===== config.mk =====
export PLATFORM = sky130hd
export DESIGN_NAME = bst_tap
export DESIGN_NICKNAME = d
export VERILOG_FILES = /design/src/rtl/bst_pkg.sv /design/src/rtl/bst_tap.sv /design/src/rtl/bst_cell_chain.sv
export SDC_FILE = /design/constraint.sdc
export NUM_CORES = 1
export LEC_CHECK = 0
export BUFFER_PORTS_ARGS = -buffer_cell sky130_fd_sc_hd__clkbuf_2
export CAP_MARGIN = 20
export CELL_PAD_IN_SITES_DETAIL_PLACEMENT = 1
export CELL_PAD_IN_SITES_GLOBAL_PLACEMENT = 2
export CORE_AREA = 2 2 103 105
export DETAILED_ROUTE_END_ITERATION = 12
export DIE_AREA = 0 0 105 107
export GPL_TIMING_DRIVEN = 0
export PLACE_DENSITY_LB_ADDON = 0.1
export SYNTH_ARGS = -nofsm -noshare
export SYNTH_HDL_FRONTEND = slang
export SYNTH_SLANG_ARGS = --single-unit

===== constraint.sdc =====
create_clock -name clk_sys -period 3.6 [get_ports clk_sys]
set_input_delay 0.54 -clock clk_sys [delete_from_list [all_inputs] [get_ports clk_sys]]
set_output_delay 0.54 -clock clk_sys [all_outputs]
set_load 0.1 [all_outputs]

===== src/rtl/bst_pkg.sv =====
package bst_pkg;

  // scan geometry
  localparam int PIN_CNT = 4;
  localparam int CHAIN_LEN = 2 * PIN_CNT;
  localparam int IR_LEN = 4;
  localparam int ID_LEN = 32;

  // instruction codes; all-ones is bypass, unknown codes fall back to bypass
  localparam logic [IR_LEN-1:0] INS_EXTEST = 4'h0;
  localparam logic [IR_LEN-1:0] INS_SAMPLE = 4'h1;
  localparam logic [IR_LEN-1:0] INS_IDCODE = 4'h2;
  localparam logic [IR_LEN-1:0] INS_CLAMP = 4'h3;
  localparam logic [IR_LEN-1:0] INS_HIGHZ = 4'h4;
  localparam logic [IR_LEN-1:0] INS_BYPASS = 4'hf;
  localparam logic [IR_LEN-1:0] IR_CAPT = 4'h1;

  // ident word fields; values are arbitrary
  localparam logic [3:0] ID_VERSION = 4'h1;
  localparam logic [15:0] ID_PART = 16'h0a5c;
  localparam logic [10:0] ID_MAKER = 11'h123;
  localparam logic ID_FIXED = 1'b1;
  localparam logic [ID_LEN-1:0] ID_WORD = {ID_VERSION, ID_PART, ID_MAKER, ID_FIXED};

  localparam logic PASS_CAPT = 1'b0;
  localparam int TLR_ONES = 5;

  typedef enum logic [3:0] {
    ST_TLR, ST_RTI, ST_SEL_DR, ST_CAP_DR, ST_SH_DR, ST_EX1_DR, ST_PAU_DR, ST_EX2_DR, ST_UPD_DR,
    ST_SEL_IR, ST_CAP_IR, ST_SH_IR, ST_EX1_IR, ST_PAU_IR, ST_EX2_IR, ST_UPD_IR
  } bst_state_t;

endpackage : bst_pkg


===== src/rtl/bst_tap.sv =====
`timescale 1ns/1ps
// What this block does
// - sixteen-state synchronous test access controller
// - transitions follow tms at each tck rise
// - data enters from tdi, leaves on tdo
// - separate data and instruction scan branches
// - instruction picks test and data register
// - decode extest, sample, idcode, bypass, clamp, highz
// - one-bit bypass path from tdi to tdo
// - ident word: version, part, maker, fixed bit
// - two cells per pin: observe, control+observe
module bst_tap (
  input wire logic clk_sys,
  input wire logic rstn,
  input wire logic tck,
  input wire logic tms,
  input wire logic tdi,
  output logic tdo_q,
  output logic tdo_oe_q,
  input wire logic [bst_pkg::PIN_CNT-1:0] pin_in,
  output logic [bst_pkg::PIN_CNT-1:0] pin_out_q,
  output logic [bst_pkg::PIN_CNT-1:0] pin_oe_q,
  input wire logic [bst_pkg::PIN_CNT-1:0] core_out,
  input wire logic [bst_pkg::PIN_CNT-1:0] core_oe,
  output logic [bst_pkg::PIN_CNT-1:0] core_in_q
);
  import bst_pkg::*;

  ////////////////////////////////////////////////////////////////
  // synchronisers; tck, tms, tdi share depth so they stay aligned
  logic tck_s1_q, tck_s2_q, tck_s3_q;
  logic tms_s1_q, tms_s2_q;
  logic tdi_s1_q, tdi_s2_q;
  logic [PIN_CNT-1:0] pin_s1_q, pin_s2_q;

  always_ff @(posedge clk_sys or negedge rstn) begin
    if (!rstn) begin
      {tck_s1_q, tck_s2_q, tck_s3_q} <= '0;
      {tms_s1_q, tms_s2_q, tdi_s1_q, tdi_s2_q} <= '0;
      {pin_s1_q, pin_s2_q} <= '0;
    end else begin
      {tck_s1_q, tck_s2_q, tck_s3_q} <= {tck, tck_s1_q, tck_s2_q};
      {tms_s1_q, tms_s2_q} <= {tms, tms_s1_q};
      {tdi_s1_q, tdi_s2_q} <= {tdi, tdi_s1_q};
      {pin_s1_q, pin_s2_q} <= {pin_in, pin_s1_q};
    end
  end

  wire tck_rise = tck_s2_q & ~tck_s3_q;
  wire tck_fall = ~tck_s2_q & tck_s3_q;

  ////////////////////////////////////////////////////////////////
  // controller
  bst_state_t state_q, state_d;

  always_comb begin
    state_d = state_q;
    case (state_q)
      ST_TLR: state_d = tms_s2_q ? ST_TLR : ST_RTI;
      ST_RTI: state_d = tms_s2_q ? ST_SEL_DR : ST_RTI;
      ST_SEL_DR: state_d = tms_s2_q ? ST_SEL_IR : ST_CAP_DR;
      ST_CAP_DR: state_d = tms_s2_q ? ST_EX1_DR : ST_SH_DR;
      ST_SH_DR: state_d = tms_s2_q ? ST_EX1_DR : ST_SH_DR;
      ST_EX1_DR: state_d = tms_s2_q ? ST_UPD_DR : ST_PAU_DR;
      ST_PAU_DR: state_d = tms_s2_q ? ST_EX2_DR : ST_PAU_DR;
      ST_EX2_DR: state_d = tms_s2_q ? ST_UPD_DR : ST_SH_DR;
      ST_UPD_DR: state_d = tms_s2_q ? ST_SEL_DR : ST_RTI;
      ST_SEL_IR: state_d = tms_s2_q ? ST_TLR : ST_CAP_IR;
      ST_CAP_IR: state_d = tms_s2_q ? ST_EX1_IR : ST_SH_IR;
      ST_SH_IR: state_d = tms_s2_q ? ST_EX1_IR : ST_SH_IR;
      ST_EX1_IR: state_d = tms_s2_q ? ST_UPD_IR : ST_PAU_IR;
      ST_PAU_IR: state_d = tms_s2_q ? ST_EX2_IR : ST_PAU_IR;
      ST_EX2_IR: state_d = tms_s2_q ? ST_UPD_IR : ST_SH_IR;
      ST_UPD_IR: state_d = tms_s2_q ? ST_SEL_DR : ST_RTI;
      default: state_d = ST_TLR;
    endcase
  end

  always_ff @(posedge clk_sys or negedge rstn) begin
    if (!rstn) begin
      state_q <= ST_TLR;
    end else if (tck_rise) begin
      state_q <= state_d;
    end
  end

  ////////////////////////////////////////////////////////////////
  // action strobes: capture/shift on the rise leaving the state, update on the fall inside it
  wire cap_dr = tck_rise & (state_q == ST_CAP_DR);
  wire sh_dr = tck_rise & (state_q == ST_SH_DR);
  wire upd_dr = tck_fall & (state_q == ST_UPD_DR);
  wire cap_ir = tck_rise & (state_q == ST_CAP_IR);
  wire sh_ir = tck_rise & (state_q == ST_SH_IR);
  wire upd_ir = tck_fall & (state_q == ST_UPD_IR);
  wire in_tlr = state_q == ST_TLR;
  wire shifting = (state_q == ST_SH_DR) | (state_q == ST_SH_IR);

  ////////////////////////////////////////////////////////////////
  // instruction register and decode
  logic [IR_LEN-1:0] ir_sh_q, ir_q;

  always_ff @(posedge clk_sys or negedge rstn) begin
    if (!rstn) begin
      ir_sh_q <= IR_CAPT;
    end else if (cap_ir) begin
      ir_sh_q <= IR_CAPT;
    end else if (sh_ir) begin
      ir_sh_q <= {tdi_s2_q, ir_sh_q[IR_LEN-1:1]};
    end
  end

  always_ff @(posedge clk_sys or negedge rstn) begin
    if (!rstn) begin
      ir_q <= INS_IDCODE;
    end else if (in_tlr) begin
      ir_q <= INS_IDCODE;
    end else if (upd_ir) begin
      ir_q <= ir_sh_q;
    end
  end

  wire dec_extest = ir_q == INS_EXTEST;
  wire dec_sample = ir_q == INS_SAMPLE;
  wire dec_idcode = ir_q == INS_IDCODE;
  wire dec_clamp = ir_q == INS_CLAMP;
  wire dec_highz = ir_q == INS_HIGHZ;
  // clamp, highz and unknown codes all route through bypass
  wire sel_bsc = dec_extest | dec_sample;
  wire sel_id = dec_idcode;
  wire drive_cells = dec_extest | dec_clamp;

  ////////////////////////////////////////////////////////////////
  // data registers
  logic single_bit_passthrough_q;
  logic [ID_LEN-1:0] ident_word_q;

  always_ff @(posedge clk_sys or negedge rstn) begin
    if (!rstn) begin
      single_bit_passthrough_q <= PASS_CAPT;
    end else if (cap_dr) begin
      single_bit_passthrough_q <= PASS_CAPT;
    end else if (sh_dr) begin
      single_bit_passthrough_q <= tdi_s2_q;
    end
  end

  always_ff @(posedge clk_sys or negedge rstn) begin
    if (!rstn) begin
      ident_word_q <= ID_WORD;
    end else if (cap_dr & sel_id) begin
      ident_word_q <= ID_WORD;
    end else if (sh_dr & sel_id) begin
      ident_word_q <= {tdi_s2_q, ident_word_q[ID_LEN-1:1]};
    end
  end

  wire chain_so;
  wire [PIN_CNT-1:0] chain_upd;

  bst_cell_chain u_scan_cell_chain (
    .clk_sys(clk_sys),
    .rstn(rstn),
    .cap_en(cap_dr & sel_bsc),
    .shift_en(sh_dr & sel_bsc),
    .upd_en(upd_dr & sel_bsc),
    .si(tdi_s2_q),
    .pin_obs(pin_s2_q),
    .core_obs(core_out),
    .so(chain_so),
    .upd_out(chain_upd)
  );

  ////////////////////////////////////////////////////////////////
  // tdo: changes on falling tck, released outside shift states
  wire dr_lsb = sel_id ? ident_word_q[0] : (sel_bsc ? chain_so : single_bit_passthrough_q);
  wire tdo_src = (state_q == ST_SH_IR) ? ir_sh_q[0] : dr_lsb;

  always_ff @(posedge clk_sys or negedge rstn) begin
    if (!rstn) begin
      tdo_q <= 1'b0;
      tdo_oe_q <= 1'b0;
    end else if (tck_fall) begin
      tdo_q <= tdo_src;
      tdo_oe_q <= shifting;
    end
  end

  ////////////////////////////////////////////////////////////////
  // pin muxing; adds one clock of latency on the functional path
  always_ff @(posedge clk_sys or negedge rstn) begin
    if (!rstn) begin
      pin_out_q <= '0;
      pin_oe_q <= '0;
      core_in_q <= '0;
    end else begin
      pin_out_q <= drive_cells ? chain_upd : core_out;
      pin_oe_q <= dec_highz ? '0 : (drive_cells ? '1 : core_oe);
      core_in_q <= pin_s2_q;
    end
  end

  logic [2:0] ones_cnt_q;
  always_ff @(posedge clk_sys or negedge rstn) begin
    if (!rstn) begin
      ones_cnt_q <= '0;
    end else if (tck_rise) begin
      ones_cnt_q <= tms_s2_q ? ((ones_cnt_q == 3'(TLR_ONES)) ? ones_cnt_q : ones_cnt_q + 3'h1) : '0;
    end
  end
endmodule : bst_tap


===== src/rtl/bst_cell_chain.sv =====
`timescale 1ns/1ps
module bst_cell_chain (
  input wire logic clk_sys,
  input wire logic rstn,
  input wire logic cap_en,
  input wire logic shift_en,
  input wire logic upd_en,
  input wire logic si,
  input wire logic [bst_pkg::PIN_CNT-1:0] pin_obs,
  input wire logic [bst_pkg::PIN_CNT-1:0] core_obs,
  output logic so,
  output logic [bst_pkg::PIN_CNT-1:0] upd_out
);
  import bst_pkg::*;

  logic [CHAIN_LEN-1:0] cell_q;
  logic [CHAIN_LEN-1:0] cell_d;
  logic [CHAIN_LEN-1:0] par_in;
  logic [CHAIN_LEN:0] ser_in;

  assign ser_in[CHAIN_LEN] = si;
  assign ser_in[CHAIN_LEN-1:0] = cell_q;
  assign so = cell_q[0];

  ////////////////////////////////////////////////////////////////
  // per pin: even cell observes the pin, odd cell drives it
  genvar k;
  generate
    for (k = 0; k < PIN_CNT; k++) begin : g_pin
      assign par_in[2*k] = pin_obs[k];
      assign par_in[2*k+1] = core_obs[k];
      // only the out cell has an update latch
      always_ff @(posedge clk_sys or negedge rstn) begin
        if (!rstn) begin
          upd_out[k] <= 1'b0;
        end else if (upd_en) begin
          upd_out[k] <= cell_q[2*k+1];
        end
      end
    end
    for (k = 0; k < CHAIN_LEN; k++) begin : g_cell
      assign cell_d[k] = shift_en ? ser_in[k+1] : (cap_en ? par_in[k] : cell_q[k]);
    end
  endgenerate

  always_ff @(posedge clk_sys or negedge rstn) begin
    if (!rstn) begin
      cell_q <= '0;
    end else begin
      cell_q <= cell_d;
    end
  end
endmodule : bst_cell_chain


==> impl_metrics.yaml <==
clocking:
  cts_resized: 0
  cts_hold_buffers: 0
  cts_root_buf: "clkbuf_8"
  clk_latency_ns: 0.35
  cts_buffer_depth: 2
  clk_pin_slew_ns: 0.09
  h-tree-depth: 3
  clock-sinks: 86
  numCtsBuffers: 9
  cts_setup_buffers: 0
  cts_tree: "built"
global_routing:
  grt_pass1_vias: 2466
  grt.total_usage: 0.144
  antenna_found_initial: 0
  grt_pass1_wl_um: 12700
  grt_max_degree: 57
  overflow: 0
sta:
  finalHoldViolations: 0
  finalSetupTns_ns: 0
  rsz0062_at_grt: "false"
  max_slew_margin: 0.634
  finalSetupViolations: 0
  min_period_ns: 1.96
  max_slew.worst_pin.slew_ns: 0.541
  clock_skew_ns: 0.0113
  finalCritPeriodShare: 0.544
  setup_ws_ns: 1.64
  finalMaxSlewViolations: 0
  max_freq_ghz: 0.510
power_and_ir_drop:
  ir_drop_mv: 0.211
  p_per_area_nw_per_um2: 714
  power.leakage_uw: 0.00178
  total_power_uw: 2880
synthesis:
  ys_ff_latch: 86
  syn_area_per_cell_um2: 12.4
  synth_cell_types: 44
  synth_largest_area_cell: "dfrtp_1"
  yosysWarnings: 0
  syn-num-nets: 296
  synth_area_leaders: "dfrtp_1, dfstp_2, a22o_1"
  synth_top_area_frac: 0.521
  async_flop_share: 1.00
  synth-main-ff-cell: "dfrtp_1"
  synthesis.area_um2: 3460
  synthCells: 279
  synth_edf_count: 0
  synth_seq_area_share: 0.627
setup_path:
  setup.worst_path.class: "flop to flop"
  worst-path-max-fanout: 10
  crit_arrival_ns: 2.20
  worstSetupStartpoint: "ir_q[3]"
  timing.rr.start: "ir_q[3]"
  start_kind: "flop"
  cp.required_ns: 3.84
  worst_setup_path_end_kind: "flop"
die:
  initial_utilization: 0.343
  ios: 31
  rows: 37
  die-area_um2: 11200
  die_w_um: 105
  die_h_um: 107
  core_area_um2: 10100
finish:
  finish.net_count: 338
  final_cell_mix: "dfrtp_1, clkbuf_2, a22o_1, o21ai_0, nand2_1"
  syn_to_final_growth_pct: 16.5
  fin_util: 0.399
  drive_gt1_frac: 0.267
  design_area_um2: 4030
  final_common_cell: "dfrtp_1"
  nFillCells: 1126
  diodes: 0
drt:
  wl_um: 7310
  vias: 2339
  ant_nets: 0
  viasPerCell: 5.06
  route.detailed.drc: 0
  dr.pass1.iters: 4
  initialDrtViolationCount: 99
  post_drt_wl_per_cell_um: 15.8
job:
  maxCapViolCount: 0
place:
  dp_hpwl_um: 4980
  dp_slack_ns: 1.59
  gp_congestion: 0.717
  io_buffers: 30
  placed_area_um2: 3810
worst_hold_path:
  hold_class: "primary input to asynchronous set/reset pin"
run_status:
  status: "completed"
[final cells by class]
type	count	area, um^2	share of cell area
Timing Repair Buffer	31	180	0.0447
Clock inverter	6	92.6	0.0230
Sequential cell	86	2170	0.539
Buffer	19	92.6	0.0230
Multi-Input combinational cell	172	1190	0.295
Clock buffer	10	128	0.0317
Inverter	2	7.51	0.00186
Tap cell	136	170	0.0422
[through the flow]
| stage | hold slack (ns) | std cells |
|---|---|---|
| after floorplan | 0.244 | 279 |
| after global placement | 0.331 | 445 |
| after detailed placement | 0.336 | 446 |
| after CTS | 0.165 | 462 |
| after global routing | 0.165 | 462 |
| final | 0.155 | 462 |
[per-layer routing]
layer  wire, um  vias up  global-route usage
li1           -     1112                   -
met1       3630     1175               0.201
met2       3330       43               0.218
met3        250        9              0.0371
met4        101        0              0.0486
met5          0        -                   0
[kinds of logic (layout without fill, tap and decap cells)]
family	count (synthesis)	count (layout)	synth area share
muxes	10	10	0.0322
xor gates and xnor gates	1	1	0.00253
AOI/OAI and AO/OA	78	78	0.176
DFF	86	86	0.627
and+or+nand+nor	83	83	0.133
buffers and inverters	21	68	0.0289
[path summary, 6_finish.rpt]
check / to / slack (ns) / depth (start not counted)
min in group clk_sys: pin_s1_q[3] / 0.28 / 1
worst min register to register: tdi_s2_q / 0.35 / 0
worst max-delay path: ident_word_q[24] / 1.64 / 5
worst min-delay path: pin_oe_q[0] / 0.16 / 1
worst max register to register: ident_word_q[24] / 1.64 / 5
max in group asynchronous: ident_word_q[21] / 2.76 / 2
[cell usage after synthesis (2+ instances only)]
cell      number
o22a_1        12
nor2_1         9
a22o_1        20
nor2b_1        6
or3_1          2
dfrtp_1       72
inv_1          2
a31oi_1        4
nand3b_1       4
or2_1          8
buf_4          3
clkbuf_1      13
and2_1         2
mux2_2         9
o21ai_0       19
nand2_1       19
and3_1         2
nand2b_1       4
nand3_1       13
dfstp_2       14
o221a_2        8
a21oi_1        7
nor3_1         2
o211ai_1       2
nand4_1        4
[sequential cells by signal, summed over array words and instances (netlist names), 4 cells and up]
name and count:
ident_word_q 32, ir_sh_q 4, pin_s1_q 4, u_scan_cell_chain.cell_q 8, pin_s2_q 4, state_q 4, pin_oe_q 4, core_in_q 4
ir_q 4, pin_out_q 4, u_scan_cell_chain.upd_out 4
[report_power, final]
part,switching (uW),internal (uW)
Sequential,138,1220
Combinational,479,284
Clock,357,396
Total,974,1900
[worst max-delay path, cell delays in order (launching register included)]
cell and delay, ns:
dfrtp_1 0.38, clkbuf_1 0.23, nor4b_1 0.56, nand3_1 0.17, clkbuf_1 0.27, a22o_1 0.24
Power figures use the tool's default switching activity.
